<file path="config.mk">
export PLATFORM = sky130hd
export DESIGN_NAME = ibmu_unit
export DESIGN_NICKNAME = d
export VERILOG_FILES = /design/src/ibmu_pkg.sv /design/src/ibmu_unit.sv
export SDC_FILE = /design/constraint.sdc
export NUM_CORES = 1
export LEC_CHECK = 0
export ABC_AREA = 1
export BUFFER_PORTS_ARGS = -buffer_cell sky130_fd_sc_hd__buf_2
export CAP_MARGIN = 25
export CORE_ASPECT_RATIO = 0.9
export CORE_MARGIN = 2
export CORE_UTILIZATION = 51
export CTS_CLUSTER_DIAMETER = 150
export DETAILED_ROUTE_END_ITERATION = 12
export PLACE_DENSITY = 0.77
export SLEW_MARGIN = 25
export SYNTH_ARGS = -nofsm -noshare
export SYNTH_HDL_FRONTEND = slang
export SYNTH_SLANG_ARGS = --single-unit
</file>
<file path="constraint.sdc">
create_clock -name i_clk -period 4.7 [get_ports i_clk]
set_input_delay 0.705 -clock i_clk [delete_from_list [all_inputs] [get_ports i_clk]]
set_output_delay 0.705 -clock i_clk [all_outputs]
set_load 0.02 [all_outputs]
</file>
<file path="src/ibmu_pkg.sv">
// constants and types for the indirect bit move unit
package ibmu_pkg;
  // operand kinds as supplied by the sequencer
  typedef enum logic [2:0] {
    IBMU_K_INPUT, IBMU_K_OUTPUT, IBMU_K_RELAY, IBMU_K_SHIFT,
    IBMU_K_TIMER, IBMU_K_COUNTER, IBMU_K_DATA, IBMU_K_CONST
  } ibmu_kind_t;
  // operation select
  typedef enum logic [1:0] {
    IBMU_OP_NONE, IBMU_OP_BLOCK_MOVE, IBMU_OP_BIT_MOVE, IBMU_OP_BIT_MOVE_INV
  } ibmu_op_t;
  localparam int          IBMU_WORD_W      = 16;
  localparam int          IBMU_ADDR_W      = 17;
  localparam int          IBMU_OCT_W       = 3;
  localparam logic [16:0] IBMU_RELAY_MAX   = 17'h009FF; // last ordinary relay bit (160 words x 16 bits)
  localparam logic [16:0] IBMU_BIT_MAX     = 17'h01FFF; // last bit of any bit area
  localparam logic [16:0] IBMU_WORD_MAX    = 17'h0BB7F; // last word-type operand
  localparam logic [6:0]  IBMU_REP_MAX     = 7'h63;
  localparam logic [6:0]  IBMU_REP_ONE     = 7'h01;
  localparam logic [3:0]  IBMU_BIT_IN_REG  = 4'hF;
endpackage : ibmu_pkg

</file>
<file path="src/ibmu_unit.sv">
// indirect bit move and block word move datapath
`timescale 1ns/10ps
module ibmu_unit #(
  parameter int WORD_W = ibmu_pkg::IBMU_WORD_W,
  parameter int ADDR_W = ibmu_pkg::IBMU_ADDR_W
) (
  input  wire logic                     i_clk,
  input  wire logic                     i_resetn,
  input  wire logic                     i_enable,          // rung input from sequencer
  input  wire logic                     i_start,           // one-cycle pulse, operands valid
  input  wire ibmu_pkg::ibmu_op_t       i_op,
  input  wire ibmu_pkg::ibmu_kind_t     i_src_kind,
  input  wire logic [ADDR_W-1:0]        i_source_base,
  input  wire logic                     i_src_off_used,
  input  wire logic [WORD_W-1:0]        i_source_offset,   // value or timer/counter current value
  input  wire ibmu_pkg::ibmu_kind_t     i_dst_kind,
  input  wire logic [ADDR_W-1:0]        i_destination_base,
  input  wire logic                     i_dst_off_used,
  input  wire logic [WORD_W-1:0]        i_destination_offset,
  input  wire logic [6:0]               i_repeat_count,    // 0 means no repeat
  input  wire logic [WORD_W-1:0]        i_word_count,      // block move N
  input  wire logic                     i_word_shift_busy, // word shift in progress elsewhere
  input  wire logic                     i_flag_retained,   // retained flag value read at power-up
  input  wire logic                     i_flag_restore,    // one-cycle pulse after reset to load it
  input  wire logic                     i_err_clear,
  input  wire logic [WORD_W-1:0]        i_rd_data,         // operand memory read data, one cycle latency
  output logic                          o_rd_en,
  output logic [ADDR_W-1:0]             o_rd_addr,
  output logic                          o_rd_is_bit,
  output logic                          o_wr_en,
  output logic [ADDR_W-1:0]             o_wr_addr,
  output logic                          o_wr_is_bit,
  output logic [WORD_W-1:0]             o_wr_data,         // bit moves place the bit in [0]
  output logic                          o_busy,
  output logic                          o_done,
  output logic                          o_move_executing_flag,
  output logic                          o_program_error_flag,
  output logic                          o_err_lamp
);
  import ibmu_pkg::*;

  // latch state gives the one-cycle read latency a home, so write data can come from a flip-flop
  typedef enum logic [1:0] {IBMU_S_IDLE, IBMU_S_READ, IBMU_S_LATCH, IBMU_S_WRITE} ibmu_state_t;

  // bit address advance: plain addition for every kind; octal areas get no 3-bit low field skip
  function automatic logic [ADDR_W-1:0] ibmu_bit_add(input ibmu_kind_t k, input logic [ADDR_W-1:0] b,
                                                     input logic [ADDR_W-1:0] n);
    logic [ADDR_W-1:0] r;
    r = '0;
    if (k == IBMU_K_DATA) begin
      r = b + n; // bit index counted as word*16 + bit
    end else begin
      r = b + n; // bits held as plain count; octal label only at the boundary
    end
    return r;
  endfunction : ibmu_bit_add

  // range check per operand kind
  function automatic logic ibmu_bad(input ibmu_kind_t k, input logic [ADDR_W-1:0] a, input logic is_dst);
    logic b;
    b = 1'b0;
    if (k == IBMU_K_TIMER || k == IBMU_K_COUNTER) begin
      b = 1'b1; // not accepted as a bit base
    end else if (k == IBMU_K_CONST) begin
      b = is_dst || (a > ADDR_W'(1)); // constant base only 0 or 1
    end else if (k == IBMU_K_DATA) begin
      b = (a[ADDR_W-1:4] > IBMU_WORD_MAX[ADDR_W-5:0]);
    end else if (is_dst && (k == IBMU_K_INPUT)) begin
      b = 1'b1;
    end else if (is_dst && (k == IBMU_K_RELAY)) begin
      b = (a > IBMU_RELAY_MAX); // special relays refused
    end else begin
      b = (a > IBMU_BIT_MAX);
    end
    return b;
  endfunction : ibmu_bad

  ibmu_state_t        state_q;
  ibmu_op_t           op_q;
  ibmu_kind_t         skind_q, dkind_q;
  logic [ADDR_W-1:0]  src_q, dst_q;
  logic [WORD_W-1:0]  left_q;
  logic               move_flag_q, err_q, done_q;
  logic [ADDR_W-1:0]  src_first, dst_first, src_last, dst_last, span;
  logic               is_bit_op, bad_start;

  // first and last addresses; missing offset adds nothing
  always_comb begin
    is_bit_op = (i_op == IBMU_OP_BIT_MOVE) || (i_op == IBMU_OP_BIT_MOVE_INV);
    src_first = ibmu_bit_add(i_src_kind, i_source_base,
                             i_src_off_used ? ADDR_W'(i_source_offset) : '0);
    dst_first = ibmu_bit_add(i_dst_kind, i_destination_base,
                             i_dst_off_used ? ADDR_W'(i_destination_offset) : '0);
    if (is_bit_op) begin
      span = (i_repeat_count == '0) ? '0 : ADDR_W'(i_repeat_count - IBMU_REP_ONE);
    end else begin
      span = (i_word_count == '0) ? '0 : ADDR_W'(i_word_count - WORD_W'(1));
    end
    src_last = is_bit_op ? src_first + span : i_source_base + span;
    dst_last = is_bit_op ? dst_first + span : i_destination_base + span;
    if (is_bit_op) begin
      bad_start = ibmu_bad(i_src_kind, src_first, 1'b0) || ibmu_bad(i_src_kind, src_last, 1'b0) ||
                  ibmu_bad(i_dst_kind, dst_first, 1'b1) || ibmu_bad(i_dst_kind, dst_last, 1'b1) ||
                  (i_repeat_count > IBMU_REP_MAX);
    end else begin
      bad_start = (src_last > IBMU_WORD_MAX) || (dst_last > IBMU_WORD_MAX);
    end
  end

  // sequencer: read one unit, write one unit, repeat; starts only while enabled
  always_ff @(posedge i_clk) begin
    if (!i_resetn) begin
      state_q <= IBMU_S_IDLE;
      op_q    <= IBMU_OP_NONE;
      skind_q <= IBMU_K_INPUT;
      dkind_q <= IBMU_K_INPUT;
      src_q   <= '0;
      dst_q   <= '0;
      left_q  <= '0;
    end else begin
      case (state_q)
        IBMU_S_IDLE: begin
          if (i_start && i_enable && (i_op != IBMU_OP_NONE) && !bad_start) begin
            op_q    <= i_op;
            skind_q <= i_src_kind;
            dkind_q <= i_dst_kind;
            src_q   <= is_bit_op ? src_first : i_source_base;
            dst_q   <= is_bit_op ? dst_first : i_destination_base;
            left_q  <= WORD_W'(span);
            state_q <= ((!is_bit_op) && (i_word_count == '0)) ? IBMU_S_IDLE : IBMU_S_READ;
          end
        end
        IBMU_S_READ: begin
          state_q <= IBMU_S_LATCH;
        end
        // read data stands now; it is registered into the write word at this edge
        IBMU_S_LATCH: begin
          state_q <= IBMU_S_WRITE;
        end
        IBMU_S_WRITE: begin
          if (left_q == '0) begin
            state_q <= IBMU_S_IDLE;
          end else begin
            left_q  <= left_q - WORD_W'(1);
            src_q   <= src_q + ADDR_W'(1); // next consecutive bit or word
            dst_q   <= dst_q + ADDR_W'(1);
            state_q <= IBMU_S_READ;
          end
        end
        default: state_q <= IBMU_S_IDLE;
      endcase
    end
  end

  // memory strobes; word operands of any kind occupy one word location
  assign o_rd_en     = (state_q == IBMU_S_READ);
  assign o_rd_addr   = src_q;
  assign o_rd_is_bit = (op_q != IBMU_OP_BLOCK_MOVE);
  assign o_wr_en     = (state_q == IBMU_S_WRITE);
  assign o_wr_addr   = dst_q;
  assign o_wr_is_bit = (op_q != IBMU_OP_BLOCK_MOVE);
  assign o_busy      = (state_q != IBMU_S_IDLE);

  // bit data path: rd data bit 0 is the addressed bit
  logic [WORD_W-1:0] wdata_d;
  always_comb begin
    wdata_d = i_rd_data;
    if (op_q == IBMU_OP_BIT_MOVE_INV) begin
      wdata_d = {{(WORD_W-1){1'b0}}, ~i_rd_data[0]};
    end else if (op_q == IBMU_OP_BIT_MOVE) begin
      wdata_d = {{(WORD_W-1){1'b0}}, i_rd_data[0]};
    end
  end

  // write data: whole word, or one bit, inverted for the inverting move
  always_ff @(posedge i_clk) begin
    if (!i_resetn) begin
      o_wr_data <= '0;
    end else if (state_q == IBMU_S_LATCH) begin
      o_wr_data <= wdata_d; // stands through the write cycle that follows
    end
  end

  // done pulse in the cycle after the final write
  always_ff @(posedge i_clk) begin
    if (!i_resetn) begin
      done_q <= 1'b0;
    end else begin
      done_q <= (state_q == IBMU_S_WRITE) && (left_q == '0);
    end
  end
  assign o_done = done_q;

  // word shift end seen as a falling busy level; same clock, so no synchroniser
  logic shift_busy_q;
  always_ff @(posedge i_clk) begin
    if (!i_resetn) begin
      shift_busy_q <= 1'b0;
    end else begin
      shift_busy_q <= i_word_shift_busy;
    end
  end

  logic blk_active, blk_last;
  assign blk_active = (state_q != IBMU_S_IDLE) && (op_q == IBMU_OP_BLOCK_MOVE);
  assign blk_last   = blk_active && (state_q == IBMU_S_WRITE) && (left_q == '0);

  // executing flag; retained copy reloaded after power-up and held until a block move or shift ends
  always_ff @(posedge i_clk) begin
    if (!i_resetn) begin
      move_flag_q <= 1'b0;
    end else if (i_flag_restore) begin
      move_flag_q <= i_flag_retained;
    end else if (i_word_shift_busy || (blk_active && !blk_last)) begin
      move_flag_q <= 1'b1;
    end else if (blk_last || (shift_busy_q && !i_word_shift_busy)) begin
      move_flag_q <= 1'b0;
    end
  end
  assign o_move_executing_flag = move_flag_q;

  // error flag is sticky; a new error beats a clear
  always_ff @(posedge i_clk) begin
    if (!i_resetn) begin
      err_q <= 1'b0;
    end else if (i_start && i_enable && (i_op != IBMU_OP_NONE) && bad_start) begin
      err_q <= 1'b1;
    end else if (i_err_clear) begin
      err_q <= 1'b0;
    end
  end
  assign o_program_error_flag = err_q;
  assign o_err_lamp           = err_q;
endmodule : ibmu_unit

</file>
Word-level counts from Yosys, hierarchy flattened
Index checks and enable logic that the tools add are counted.

storage, ports and cells
  logic and storage cells = 144
  register bits after elaboration = 74

operators by class
  mux-type cells = 50
  equality and inequality tests = 20
  reductions and logical operators = 37
  bitwise operators = 1
  $lt $le $gt $ge = 15
  $add $sub $neg = 11

operators with widths
  cell                                                                               number
  17-bit two-way mux                                                                 11
  16-bit two-way mux                                                                 6
  17-bit adder                                                                       4
  17-bit by 13-bit greater-than comparator with 1-bit output, second input constant  4
  17-bit one-hot mux with 2 select lines                                             2
  13-bit greater-than comparator, second input constant                              4
  17-bit by 1-bit adder with 17-bit output, second input constant                    2
  17-bit by 16-bit adder with 17-bit output                                          2
  17-bit by 1-bit greater-than comparator with 1-bit output, second input constant   2
  17-bit by 12-bit greater-than comparator with 1-bit output, second input constant  2
  17-bit by 16-bit greater-than comparator with 1-bit output, second input constant  2
  16-bit logical NOT                                                                 2
  16-bit one-hot mux with 2 select lines                                             1
  1-bit two-way mux                                                                  28
  3-bit equality test, second input constant                                         8
  16-bit by 1-bit subtractor with 17-bit output, second input constant               1
  16-bit by 1-bit subtractor with 16-bit output, second input constant               1
  2-bit equality test, second input constant                                         6
  1-bit logical AND                                                                  11
  1-bit logical OR                                                                   10
  2-bit one-hot mux with 4 select lines                                              1
  2-bit nonzero test                                                                 4
  7-bit by 1-bit subtractor with 8-bit output, second input constant                 1
  7-bit greater-than comparator, second input constant                               1
  other kinds (13)                                                                   18

Logic depth before layout (Yosys ltp)
Gate-level depths: netlist of the first run.

  depth in word-level cells = 19
  depth in mapped cells = 41

Worst setup path after synthesis of the first run
OpenSTA, ideal clock, no wires.

  path kind = input port to flip-flop
  start = input i_dst_off_used
  end = register src_q[8] (netlist: o_rd_addr[8])
  cell stages on the path = 31
  slack = 50 ps
  arrival time = 4534 ps
  data required time = 4585 ps
  cells stage by stage = clkbuf_1 -> clkbuf_1 -> nand2_1 -> inv_1 -> ha_1 -> a21oi_1 -> a21boi_1 -> nand2_1 -> nand2_1 -> nand2_1 -> nand2_1 -> nand2_1 -> o21ai_0 -> ha_1 -> a21oi_1 -> o21a_1 -> nand3_1 -> a21oi_1 -> xor2_1 -> a21boi_2 -> nand3_1 -> nand2_1 -> nand2_1 -> nand3_2 -> nand2_2 -> nand2_2 -> nand2_2 -> buf_4 -> buf_4 -> a21oi_1 -> nor2_1

on the way
  cells in the longest elaborated chain, start to end = 18
  elaborated cells between the ends (all ways) = 32
  classes of those cells = add/sub (2); order compare (7); eq/ne (1); mux (15); reduce/logical (7)

RTL lines
  what                                                                                                                                      line                              RTL
  from (decl)                                                                                                                               ibmu_unit.sv:18                   input wire logic i_dst_off_used,
  16-bit two-way mux (*)                                                                                                                    ibmu_unit.sv:93                   i_dst_off_used ? ADDR_W'(i_destination_offset) : '0);
  17-bit by 16-bit adder with 17-bit output (*)                                                                                             ibmu_unit.sv:51, ibmu_unit.sv:53
  17-bit adder                                                                                                                              ibmu_unit.sv:100                  dst_last = is_bit_op ? dst_first + span : i_destination_base + span;
  17-bit two-way mux                                                                                                                        ibmu_unit.sv:100
  17-bit by 13-bit greater-than comparator with 1-bit output or 17-bit by 12-bit greater-than comparator with 1-bit output (tied branches)  ibmu_unit.sv:73, ibmu_unit.sv:71
  1-bit two-way mux                                                                                                                         ibmu_unit.sv:70                   end else if (is_dst && (k == IBMU_K_RELAY)) begin
  1-bit two-way mux                                                                                                                         ibmu_unit.sv:68                   end else if (is_dst && (k == IBMU_K_INPUT)) begin
  1-bit two-way mux                                                                                                                         ibmu_unit.sv:66                   end else if (k == IBMU_K_DATA) begin
  1-bit two-way mux                                                                                                                         ibmu_unit.sv:64                   end else if (k == IBMU_K_CONST) begin
  1-bit two-way mux                                                                                                                         ibmu_unit.sv:62                   if (k == IBMU_K_TIMER || k == IBMU_K_COUNTER) begin
  1-bit two-way mux                                                                                                                         ibmu_unit.sv:101                  if (is_bit_op) begin
  1-bit logical OR (2 in a row)                                                                                                             ibmu_unit.sv:103                  ibmu_bad(i_dst_kind, dst_first, 1'b1) || ibmu_bad(i_dst_kind, dst_last, 1'b1) ||
  1-bit two-way mux (*)                                                                                                                     ibmu_unit.sv:101
  1-bit logical NOT (*)                                                                                                                     ibmu_unit.sv:123                  if (i_start && i_enable && (i_op != IBMU_OP_NONE) && !bad_start) begin
  1-bit logical AND (*)                                                                                                                     ibmu_unit.sv:123
  2-bit != test (no source line) (*)                                                                                                        -
  3-bit AND reduction (no source line) (*)                                                                                                  -
  to (signal assigned)                                                                                                                      ibmu_unit.sv:127                  src_q <= is_bit_op ? src_first : i_source_base;
  to (signal assigned)                                                                                                                      ibmu_unit.sv:145                  src_q <= src_q + ADDR_W'(1);
  to (decl)                                                                                                                                 ibmu_unit.sv:81                   logic [ADDR_W-1:0] src_q, dst_q;

Every way passes the cells marked *; elsewhere a longest branch is shown, timed or not. The select of a mux whose other input is x is not followed.
A chain may end at the register's enable or synchronous reset.

Final worst setup path of the first run
  start = input i_src_off_used
  end = register dst_q[13] (netlist: o_wr_addr[13])

on the way
  cells in the longest elaborated chain, start to end = 18
  elaborated cells between the ends (all ways) = 29
  classes of those cells = add/sub (2); order compare (7); eq/ne (1); mux (11); reduce/logical (8)

RTL lines
  what                                                                                                          line                              RTL
  from (decl)                                                                                                   ibmu_unit.sv:14                   input wire logic i_src_off_used,
  16-bit two-way mux (*)                                                                                        ibmu_unit.sv:91                   i_src_off_used ? ADDR_W'(i_source_offset) : '0);
  17-bit by 16-bit adder with 17-bit output (*)                                                                 ibmu_unit.sv:51, ibmu_unit.sv:53
  17-bit adder                                                                                                  ibmu_unit.sv:99                   src_last = is_bit_op ? src_first + span : i_source_base + span;
  17-bit two-way mux                                                                                            ibmu_unit.sv:99
  17-bit by 13-bit greater-than comparator with 1-bit output or 13-bit greater-than comparator (tied branches)  ibmu_unit.sv:73, ibmu_unit.sv:67
  1-bit two-way mux                                                                                             ibmu_unit.sv:66
  1-bit two-way mux                                                                                             ibmu_unit.sv:64
  1-bit two-way mux                                                                                             ibmu_unit.sv:62
  1-bit two-way mux                                                                                             ibmu_unit.sv:101
  1-bit logical OR (2 in a row)                                                                                 ibmu_unit.sv:102                  bad_start = ibmu_bad(i_src_kind, src_first, 1'b0) || ibmu_bad(i_src_kind, src_last, 1'b0) ||
  1-bit logical OR (2 in a row)                                                                                 ibmu_unit.sv:103
  1-bit two-way mux (*)                                                                                         ibmu_unit.sv:101
  1-bit logical NOT (*)                                                                                         ibmu_unit.sv:123
  1-bit logical AND (*)                                                                                         ibmu_unit.sv:123
  2-bit != test (no source line) (*)                                                                            -
  3-bit AND reduction (no source line) (*)                                                                      -
  to (signal assigned)                                                                                          ibmu_unit.sv:128                  dst_q <= is_bit_op ? dst_first : i_destination_base;
  to (signal assigned)                                                                                          ibmu_unit.sv:146                  dst_q <= dst_q + ADDR_W'(1);
  to (decl)                                                                                                     ibmu_unit.sv:81

Marks and branches as above.

==> summary.txt, run 1 <==
Critical path
  – Most common cell on crit path: nand2_2
  – Crit path capture type: flop
  – CP max FO: 14
  – Critical Path AT: 4.84 ns
  – Slowest Stage Delay on Critical Path: 0.27 ns
  – Worst path required time: 4.94 ns
  – Startpoint types: input port
  – Type of the worst setup path: input port to flop
  – Slowest cell on crit path: ha_4

STA
  – # setup viols final: 0
  – Setup Skew: 0.00921 ns
  – Slew headroom: 0.460
  – Max-slew violations: 0
  – Period Utilization, post-route: 0.978
  – Max Freq: 218 MHz
  – Post-route minimum period: 4.60 ns
  – Tightest Pin Transition: 0.809 ns
  – Fin. Hold Viols: 0

Drt
  – Vias per cell: 5.49
  – DR vias: 12930
  – WL/cell: 15.4 um
  – Residual DRC: 0
  – Drt pass-1 iters: 8
  – Post-Route WL: 36.3 mm
  – ANT nets after route: 0
  – Initial DRC count: 854

Finish
  – Antenna cells: 0
  – Area grow syn2layout: 48.8%
  – Most frequent cells in the layout: nand2_1, buf_4, inv_1
  – Finished Cell Area: 14300 um^2
  – Layout Nets: 2310
  – Final std cells w/o fill: 2356
  – Finished Core Util: 0.777
  – Share of layout cells above drive strength 1: 0.332
  – Commonest non-fill, non-tap cell in the layout: nand2_1

Yosys
  – Synth top area share: 0.199
  – Post-synthesis cell area: 9610 um^2
  – Main synth FF type: dfxtp_1
  – Yosys cell types: 49
  – Syn Nets: 1906
  – EDFF count, synth: 0
  – Cell taking the most area after synthesis: nand2_1
  – Sequential area share after synthesis: 0.154
  – Yosys reg bits: 74
  – YS warnings: 0
  – Cells after Synth: 1702
  – Async S/R FF share, synth: 0
  – Synth top area cells: nand2_1, dfxtp_1, ha_1
  – Avg Cell Area, Syn: 5.64 um^2

Floorplanning
  – Standard-cell rows: 47
  – Core Area: 18400 um^2
  – Die Y-Extent: 134 um
  – Initial core utilization: 0.522
  – Chip width: 149 um
  – Die area: 19900 um^2
  – Io pins: 182

Clock tree
  – H-tree levels: 3
  – CTS tree: yes
  – Clk Latency, worst-skew pair: 0.34 ns
  – Num CTS Buffers: 9
  – Hold_buf cts: 0
  – Clock Sinks: 74
  – Clk slew on worst S/H paths: 0.07 ns
  – Clock buffer depth: 2
  – CTS Root Buffer Type: clkbuf_16

Placement
  – Cell Area, Placed: 12400 um^2
  – PortBufs: 181
  – Placed Cells: 2314
  – Placer congestion estimate: 0.987
  – Final HPWL DP: 26.7 mm

Global routing
  – Pin count of the biggest net entering global routing: 68
  – Vias in the first global route: 11628
  – First-pass GRT wire length: 54.5 mm
  – Global Route Usage Sum: 0.333
  – Initial antenna violation count: 0
  – Remaining global-route overflow: 0

Power and ir drop
  – Power Total: 4.71 mW
  – Pwr/cell area: 330 nW/um^2
  – LEAKAGE: 7.49 nW
  – Peak supply drop: 0.318 mV

Flow run
  – Max-Cap Viols: 0

Outcome
  – Status: complete, no violations

Min path
  – Hold Path Class: flop to flop
[report_power, final]
group / switching (mW) / total (mW) / internal (mW)
Sequential: 0.159 / 0.940 / 0.782
Clock: 0.285 / 0.766 / 0.480
Combinational: 1.74 / 3.01 / 1.27
[flip-flops by register name (all words and copies together) (netlist names)]
register,cells
shift_busy_q,1
o_wr_addr,17
o_wr_data,16
state_q,2
o_err_lamp,1
left_q,16
o_rd_addr,17
o_move_executing_flag,1
o_done,1
op_q,2
[final timing paths]
check	to	slack, ns	depth (start not counted)	start
hold / removal	o_wr_data[8]$_SDFFE_PN0P_	0.46	2	o_wr_data[8]$_SDFFE_PN0P_
hold reg to reg	o_wr_data[8]$_SDFFE_PN0P_	0.46	2	o_wr_data[8]$_SDFFE_PN0P_
setup / recovery	o_wr_addr[13]$_SDFFE_PN0P_	0.10	37	i_src_off_used
setup reg to reg	o_wr_addr[13]$_SDFFE_PN0P_	1.38	16	left_q[0]$_SDFFE_PN0P_
[through the flow]
step	setup TNS (ns)	hold WS, ns	setup WS [ns]
global route	-4.02	0.482	-0.146
CTS	0	0.461	0.0128
finish	0	0.462	0.104
global placement	-16.59	0.449	-0.357
detailed placement	-20.57	0.452	-0.455
floorplan	0	0.437	0.0504
[worst max-delay path, delay by kind of cell]
family	cells	cell delay [ns]
AO/OA/AOI/OAI	2	0.31
buffers and inverters	7	0.78
adder cells (fa/ha/maj)	2	0.47
AND/OR/NAND/NOR	26	2.51
[synthesized netlist by cell type (all sizes together), types with 4 or more instances]
library cell  instances
buf                  26
a31oi                21
o22ai                 7
a21oi               119
nand4                13
ha                   77
xor2                 41
o21ai                93
a21boi                4
nor3                 20
or2                   5
clkbuf               27
inv                 206
fa                    4
nand3               151
nor4                  8
a21o                  5
xnor2                22
dfxtp                74
nand2               517
o31ai                 5
nor2                216
nand3b               20
[cell families after synthesis]
group,Yosys count,share of synthesized area
xor+xnor,63,0.0574
mux,1,0.00104
simple gates,956,0.418
buf+inv,261,0.109
flops,74,0.154
compound gates,266,0.151
fa+ha+maj,81,0.109
[layer usage]
layer | wire, um | share of wire | GRT usage
met1 | 14500 | 0.40 | 0.417
met2 | 17800 | 0.49 | 0.591
met3 | 2520 | 0.069 | 0.0357
met4 | 1520 | 0.042 | 0.125
met5 | 0 | 0 | 0
[layout make-up]
| class | instances | area [um^2] |
|---|---|---|
| Fill cell | 1446 | 4110 |
| Sequential cell | 74 | 1480 |
| Clock inverter | 6 | 87.6 |
| Inverter | 208 | 781 |
| Multi-Input combinational cell | 1367 | 8340 |
| Clock buffer | 10 | 239 |
| Tap cell | 245 | 307 |
| Timing Repair Buffer | 446 | 3060 |
[timing repair]
action                     in CTS  in global routing
setup buffers                   0                 22
setup endpoints to repair      51                 55
gates resized for setup        14                265
pin swaps                       1                 75
gates cloned                    2                  3
Note: power is estimated with default switching activity, not from simulation.
==> run 2: changes to the inputs <==
==> constraint.sdc (replaced) <==
create_clock -name i_clk -period 4.7 [get_ports i_clk]
set_input_delay 0 -clock i_clk [delete_from_list [all_inputs] [get_ports i_clk]]
set_output_delay 0 -clock i_clk [all_outputs]
set_load 0.02 [all_outputs]
==> summary.txt, run 2 (synthesis gave the netlist of run 1 again) <==
Outcome
  – Status: complete, no violations

Drt
  – Initial DRC count: 904 (+5.9%)
  – WL/cell: 15.2 um (-1.6%)
  – Vias per cell: 5.42 (-1.3%)
  – Top layer in use: met4
  – Post-Route WL: 32.5 mm (-10%)
  – Metal2 WL: 15.4 mm (-13%)
  – Drt pass-1 iters: 6 (-2)
  – Residual DRC: 0 (unchanged)
  – Metal-1 WL: 13.8 mm (-4.8%)
  – ANT nets after route: 0 (unchanged)
  – Routed length on met3: 2.13 mm (-16%)
  – DR vias: 11617 (-10%)

STA
  – Fin. Hold Viols: 0 (unchanged)
  – RSZ-0062 raised after global routing: no
  – Period Utilization, post-route: 0.904 (-0.0744)
  – Tightest Pin Transition: 0.862 ns (+0.0535 ns)
  – Slew headroom: 0.419 (-0.0409)
  – Max Freq: 235 MHz (+8.2%)
  – Setup_tns: 0 ns (unchanged)
  – # setup viols final: 0 (unchanged)
  – Max-slew violations: 0 (unchanged)
  – Worst setup margin: 0.453 ns (+0.350 ns)
  – Post-route minimum period: 4.25 ns (-0.350 ns)
  – Setup Skew: 0.0118 ns (+0.00254 ns)

Floorplanning
  – Die Y-Extent: 134 um (unchanged)
  – Initial core utilization: 0.522 (unchanged)
  – Standard-cell rows: 47 (unchanged)
  – Die area: 19900 um^2 (unchanged)
  – Chip width: 149 um (unchanged)
  – Io pins: 182 (unchanged)
  – Core Area: 18400 um^2 (unchanged)

Finish
  – Most frequent cells in the layout: nand2_1, nor2_1, inv_1
  – Finished Cell Area: 11500 um^2 (-20%)
  – Commonest non-fill, non-tap cell in the layout: nand2_1
  – Final std cells w/o fill: 2145 (-9.0%)
  – Share of layout cells above drive strength 1: 0.138 (-0.194)
  – Layout Nets: 2098 (-9.2%)
  – Area grow syn2layout: 19.5%
  – Number of filler cells placed in the layout: 1857 (+28%)

Clock tree
  – CTS tree: yes
  – Clk Latency, worst-skew pair: 0.34 ns (about the same)
  – Post-CTS Setup Bufs: 0 (unchanged)
  – Clock Sinks: 74 (unchanged)
  – CTS Root Buffer Type: clkbuf_16
  – Clk slew on worst S/H paths: 0.07 ns (about the same)
  – Clock buffer depth: 2 (unchanged)
  – H-tree levels: 3 (unchanged)
  – Num CTS Buffers: 9 (unchanged)

Flow run
  – Max-Cap Viols: 0 (unchanged)

Critical path
  – Critical Path AT: 4.53 ns (-0.31 ns)
  – Worst R2R End: o_wr_addr[10]$_SDFFE_PN0P_
  – Slowest Stage Delay on Critical Path: 0.45 ns (+0.18 ns)
  – Type of the worst setup path: input port to flop
  – Slowest cell on crit path: fa_1
  – Worst r2r src: left_q[0]$_SDFFE_PN0P_
  – Crit path capture type: flop
  – Cells on worst reg2reg path: 16 (unchanged)
  – Startpoint types: input port
  – Worst reg2reg setup slack: 1.54 ns (+0.16 ns)
  – CP max FO: 16 (+2)
  – Most common cell on crit path: nand2_1
  – Worst path required time: 4.98 ns (+0.04 ns)
  – CP Launch Point: i_src_off_used

Min path
  – Worst Hold Launch: i_destination_base[1]
  – WHS Path Cells: 5 (+3)
  – Hold Path Class: input port to flop
  – Min-Delay Endpoint: o_wr_addr[1]$_SDFFE_PN0P_

Global routing
  – First-pass GRT wire length: 51.5 mm (-5.4%)
  – Vias in the first global route: 10770 (-7.4%)
  – Remaining global-route overflow: 0 (unchanged)
  – Pin count of the biggest net entering global routing: 57 (-16%)
  – Initial antenna violation count: 0 (unchanged)
  – Global Route Usage Sum: 0.317 (-0.0166)

Placement
  – Placed Cells: 2102 (-9.2%)
  – Placer congestion estimate: 0.989 (+0.22%)
  – Final HPWL DP: 25.2 mm (-5.7%)
  – Post-place setup slack: 0.158 ns (+0.613 ns)
  – PortBufs: 181 (unchanged)
  – Cell Area, Placed: 10800 um^2 (-13%)

Power and ir drop
  – Peak supply drop: 0.276 mV (-13%)
  – Pwr/cell area: 356 nW/um^2 (+8.0%)
  – LEAKAGE: 6.26 nW (-16%)
## run 2: cell types whose count changed in the layout (fill, tap and decap cells not counted), sizes merged, moves of 2 or more
cell	delta
buf	-233
clkinvlp	+2
dlygate4sd3	+21
inv	-2
## run 2: repair_timing
action                                  4_1_cts  5_1_grt
hold endpoints to repair                     20        0
resized for setup                             0        9
hold buffers                                 21        0
endpoints found under the setup margin        0       48
## run 2: critical path: cells and delay by family
family | cells | cell delay [ns]
buffers and inverters | 4 | 0.66
and+or+nand+nor | 27 | 2.71
AOI/OAI and AO/OA | 1 | 0.08
adders and majority gates | 3 | 1.06
## run 2: how the worst max path moves through the flow
stage | end | slack, ns | depth (start not counted)
6_report | o_wr_addr[10]$_SDFFE_PN0P_ | 0.45 | 35
2_1_floorplan | o_rd_addr[8]$_SDFFE_PN0P_ | 0.76 | 31
3_5_place_dp | o_wr_addr[10]$_SDFFE_PN0P_ | 0.16 | 38
3_3_place_gp | o_wr_addr[1]$_SDFFE_PN0P_ | 0.14 | 33
5_1_grt | o_wr_addr[13]$_SDFFE_PN0P_ | 0.0003 | 35
4_1_cts | o_wr_addr[10]$_SDFFE_PN0P_ | 0.51 | 35
## run 2: routing by layer
layer / vias to the layer above / track usage
li1: 5892 / -
met1: 5223 / 0.391
met2: 417 / 0.557
met3: 85 / 0.0493
met4: 0 / 0.115
met5: - / 0
## run 2: through the flow
| step | utilization | total power [mW] | hold WS, ns |
|---|---|---|---|
| 2_1_floorplan | - | 2.56 | 0.0935 |
| 6_report | 0.623 | 4.08 | 0.159 |
| 3_5_place_dp | 0.585 | 3.12 | 0.203 |
| 3_3_place_gp | 0.585 | 3.08 | 0.199 |
| 4_1_cts | 0.616 | 3.95 | 0.148 |
| 5_1_grt | 0.623 | 4.41 | 0.205 |
## run 2: power breakdown
part | total, mW | switching (mW) | internal, mW | leakage, nW
Sequential | 0.941 | 0.159 | 0.782 | 0.604
Clock | 0.817 | 0.283 | 0.534 | 0.165
Combinational | 2.33 | 1.49 | 0.832 | 5.49
## run 2: final cells by class
cell class                      count  area, um^2  area share
Tap cell                          245         307      0.0267
Clock buffer                       10         239      0.0208
Antenna cell                        1        2.50    0.000218
Timing Repair Buffer              234        1450       0.126
Inverter                          208         781      0.0680
Multi-Input combinational cell   1367        7100       0.619
Clock inverter                      6         114     0.00992
Sequential cell                    74        1480       0.129
==> run 3: changes to the inputs <==
Settings changed: BUFFER_PORTS_ARGS -buffer_cell sky130_fd_sc_hd__buf_2 to -buffer_cell sky130_fd_sc_hd__buf_4, PLACE_DENSITY 0.77 to 0.74.
Clock period 4.7 ns to 4.2 ns, I/O delays scaled along.
==> summary.txt, run 3 (synthesis gave the netlist of run 1 again) <==
Placement
  – Placer congestion estimate: 0.989 (about the same)
  – Placed Cells: 2210 (+5.1%)
  – Cell Area, Placed: 12100 um^2 (+12%)
  – PortBufs: 181 (unchanged)
  – Final HPWL DP: 26.6 mm (+5.3%)
  – Post-place setup slack: -0.285 ns (-0.443 ns)

Global routing
  – First-pass GRT wire length: 53.3 mm (+3.4%)
  – Remaining global-route overflow: 0 (unchanged)
  – Vias in the first global route: 11129 (+3.3%)
  – GR Layer Usage met2: 0.554 (-0.00309)
  – GR met1 Demand/Resource: 0.428 (+0.0370)
  – Pin count of the biggest net entering global routing: 57 (unchanged)
  – Initial antenna violation count: 0 (unchanged)
  – Global Route Usage Sum: 0.329 (+0.0123)
  – Met3 GRT Util: 0.0483 (-0.00102)
  – Grt peak-use layer: met2

Critical path
  – Worst r2r src: left_q[0]$_SDFFE_PN0P_
  – Worst R2R End: o_rd_addr[15]$_SDFFE_PN0P_
  – Top delay family on crit path: simple AND/OR/NAND/NOR gates
  – Slowest cell on crit path: fa_2
  – Startpoint types: input port
  – Type of the worst setup path: input port to flop
  – Critical Path AT: 4.24 ns (-0.29 ns)
  – Crit path capture type: flop
  – Worst reg2reg setup slack: 0.94 ns (-0.60 ns)
  – CP Launch Point: i_src_off_used
  – Most common cell on crit path: nand2_1
  – Cells on worst reg2reg path: 16 (unchanged)
  – Worst path required time: 4.43 ns (-0.55 ns)
  – Number of buffers and inverters on the critical path: 5 (+1)
  – Slowest Stage Delay on Critical Path: 0.43 ns (-0.02 ns)
  – CP max FO: 14 (-2)

Finish
  – Antenna cells: 0 (-1)
  – Final std cells w/o fill: 2259 (+5.3%)
  – Layout Nets: 2213 (+5.5%)
  – FF+latch area: 1480 um^2 (unchanged)
  – Most frequent cells in the layout: nand2_1, buf_4, nor2_1
  – Finished Cell Area: 13200 um^2 (+15%)
  – Footprint of the multi-input gates: 7550 um^2 (+6.3%)
  – Commonest non-fill, non-tap cell in the layout: nand2_1
  – Area grow syn2layout: 37.7%
  – Share of layout cells above drive strength 1: 0.225 (+0.0870)
  – Finished Core Util: 0.719 (+0.0954)
  – Number of filler cells placed in the layout: 1608 (-13%)

Floorplanning
  – Die area: 19900 um^2 (unchanged)
  – Die Y-Extent: 134 um (unchanged)
  – Standard-cell rows: 47 (unchanged)
  – Initial core utilization: 0.522 (unchanged)
  – Chip width: 149 um (unchanged)
  – Io pins: 182 (unchanged)
  – Core Area: 18400 um^2 (unchanged)

STA
  – Worst setup margin: 0.191 ns (-0.262 ns)
  – Slew headroom: 0.446 (+0.0266)
  – Setup_tns: 0 ns (unchanged)
  – Max Freq: 249 MHz
  – Tightest Pin Transition: 0.830 ns (-0.0319 ns)
  – Period Utilization, post-route: 0.954
  – Setup Skew: 0.00768 ns (-0.00407 ns)
  – # setup viols final: 0 (unchanged)
  – Post-route minimum period: 4.01 ns
  – WHS: 0.149 ns (-0.0104 ns)
  – Max-slew violations: 0 (unchanged)
  – Fin. Hold Viols: 0 (unchanged)

Drt
  – Post-Route WL: 35.0 mm (+7.5%)
  – WL/cell: 15.5 um (+2.1%)
  – Residual DRC: 0 (unchanged)
  – Initial DRC count: 957 (+5.9%)
  – DR vias: 12219 (+5.2%)
  – ANT nets after route: 0 (unchanged)
  – Vias per cell: 5.41 (-0.13%)
  – Drt pass-1 iters: 6 (unchanged)

Power and ir drop
  – Peak supply drop: 0.280 mV (+1.4%)
  – Switching share of power: 0.466 (-0.00822)
  – Clock power share: 0.154 (-0.046)
  – Internal Pwr Total: 2.62 mW (+22%)
  – Flop pwr share: 0.216 (-0.014)
  – Switch Pwr: 2.28 mW (+18%)
  – Power Total: 4.91 mW (+20%)
  – Pwr/cell area: 371 nW/um^2 (+4.2%)
  – Combinational Power Share: 0.630 (+0.060)
  – LEAKAGE: 6.97 nW (+11%)

Min path
  – WHS Path Cells: 5 (unchanged)
  – Min-Delay Endpoint: o_wr_addr[1]$_SDFFE_PN0P_
  – Worst Hold Launch: i_destination_base[1]
  – Hold Path Class: input port to flop

Flow run
  – Max-Cap Viols: 0 (unchanged)

Clock tree
  – H-tree levels: 3 (unchanged)
  – Clock Sinks: 74 (unchanged)
  – CTS tree: yes
  – CTS Root Buffer Type: clkbuf_16
  – Clock buffer depth: 2 (unchanged)
  – Clk slew on worst S/H paths: 0.06 ns (about the same)
  – Num CTS Buffers: 9 (unchanged)
  – Clk Latency, worst-skew pair: 0.34 ns (about the same)

Outcome
  – Status: complete, no violations
==> run 3: cell types whose count changed in the layout (fill, tap and decap cells not counted), sizes merged <==
cell and change:
clkinvlp -1, diode -1, inv +2, buf +113, clkinv -1, clkbuf +5
bufinv -3
==> run 3: cell type report <==
type | instances | share of cell area
multi-input cells | 1367 | 0.570
repair buffers | 349 | 0.213
flip-flops and latches | 74 | 0.112
inverters | 208 | 0.0590
well taps | 245 | 0.0232
clock buffers | 13 | 0.0204
clock inverters | 3 | 0.00161
==> run 3: worst max-delay path by stage <==
stage                                       endpoint  depth (start not counted)
after CTS                 o_wr_addr[14]$_SDFFE_PN0P_                         33
after floorplan            o_rd_addr[8]$_SDFFE_PN0P_                         31
after global placement    o_rd_addr[11]$_SDFFE_PN0P_                         33
final                     o_wr_addr[13]$_SDFFE_PN0P_                         32
after global routing      o_wr_addr[14]$_SDFFE_PN0P_                         37
after detailed placement      left_q[7]$_SDFFE_PN0P_                         33
==> run 3: power by group through the flow <==
stage | registers (mW) | logic [mW] | clock network (mW)
after floorplan | 1.16 | 1.70 | 0
after global placement | 1.06 | 2.67 | 0
after detailed placement | 1.06 | 2.73 | 0
after CTS | 1.05 | 2.76 | 0.758
after global routing | 1.08 | 3.41 | 0.791
final | 1.06 | 3.09 | 0.755
==> run 3: timing repair <==
action,CTS,global route
gates resized for setup,0,101
hold endpoints to repair,20,0
hold buffers,21,0
buffers inserted,0,7
endpoints found under the setup margin,0,54
==> run 3: worst reg2reg max path: stages (launching register included) <==
cell	delay, ns
dfxtp_1	0.33
inv_1	0.09
ha_1	0.17
nand2_1	0.07
nor2_1	0.16
inv_1	0.10
nor3_1	0.23
nand2_1	0.16
nor3_1	0.41
nand3_1	0.28
o21ai_0	0.17
inv_2	0.35
nand2_8	0.28
clkbuf_16	0.20
nand2_1	0.06
nand2_1	0.05
nor2_1	0.04
==> run 3: layer usage <==
metal	up-vias	part of all wire
met4	0	0.036
met3	97	0.070
met5	-	0
li1	6132	-
met1	5505	0.43
met2	485	0.46
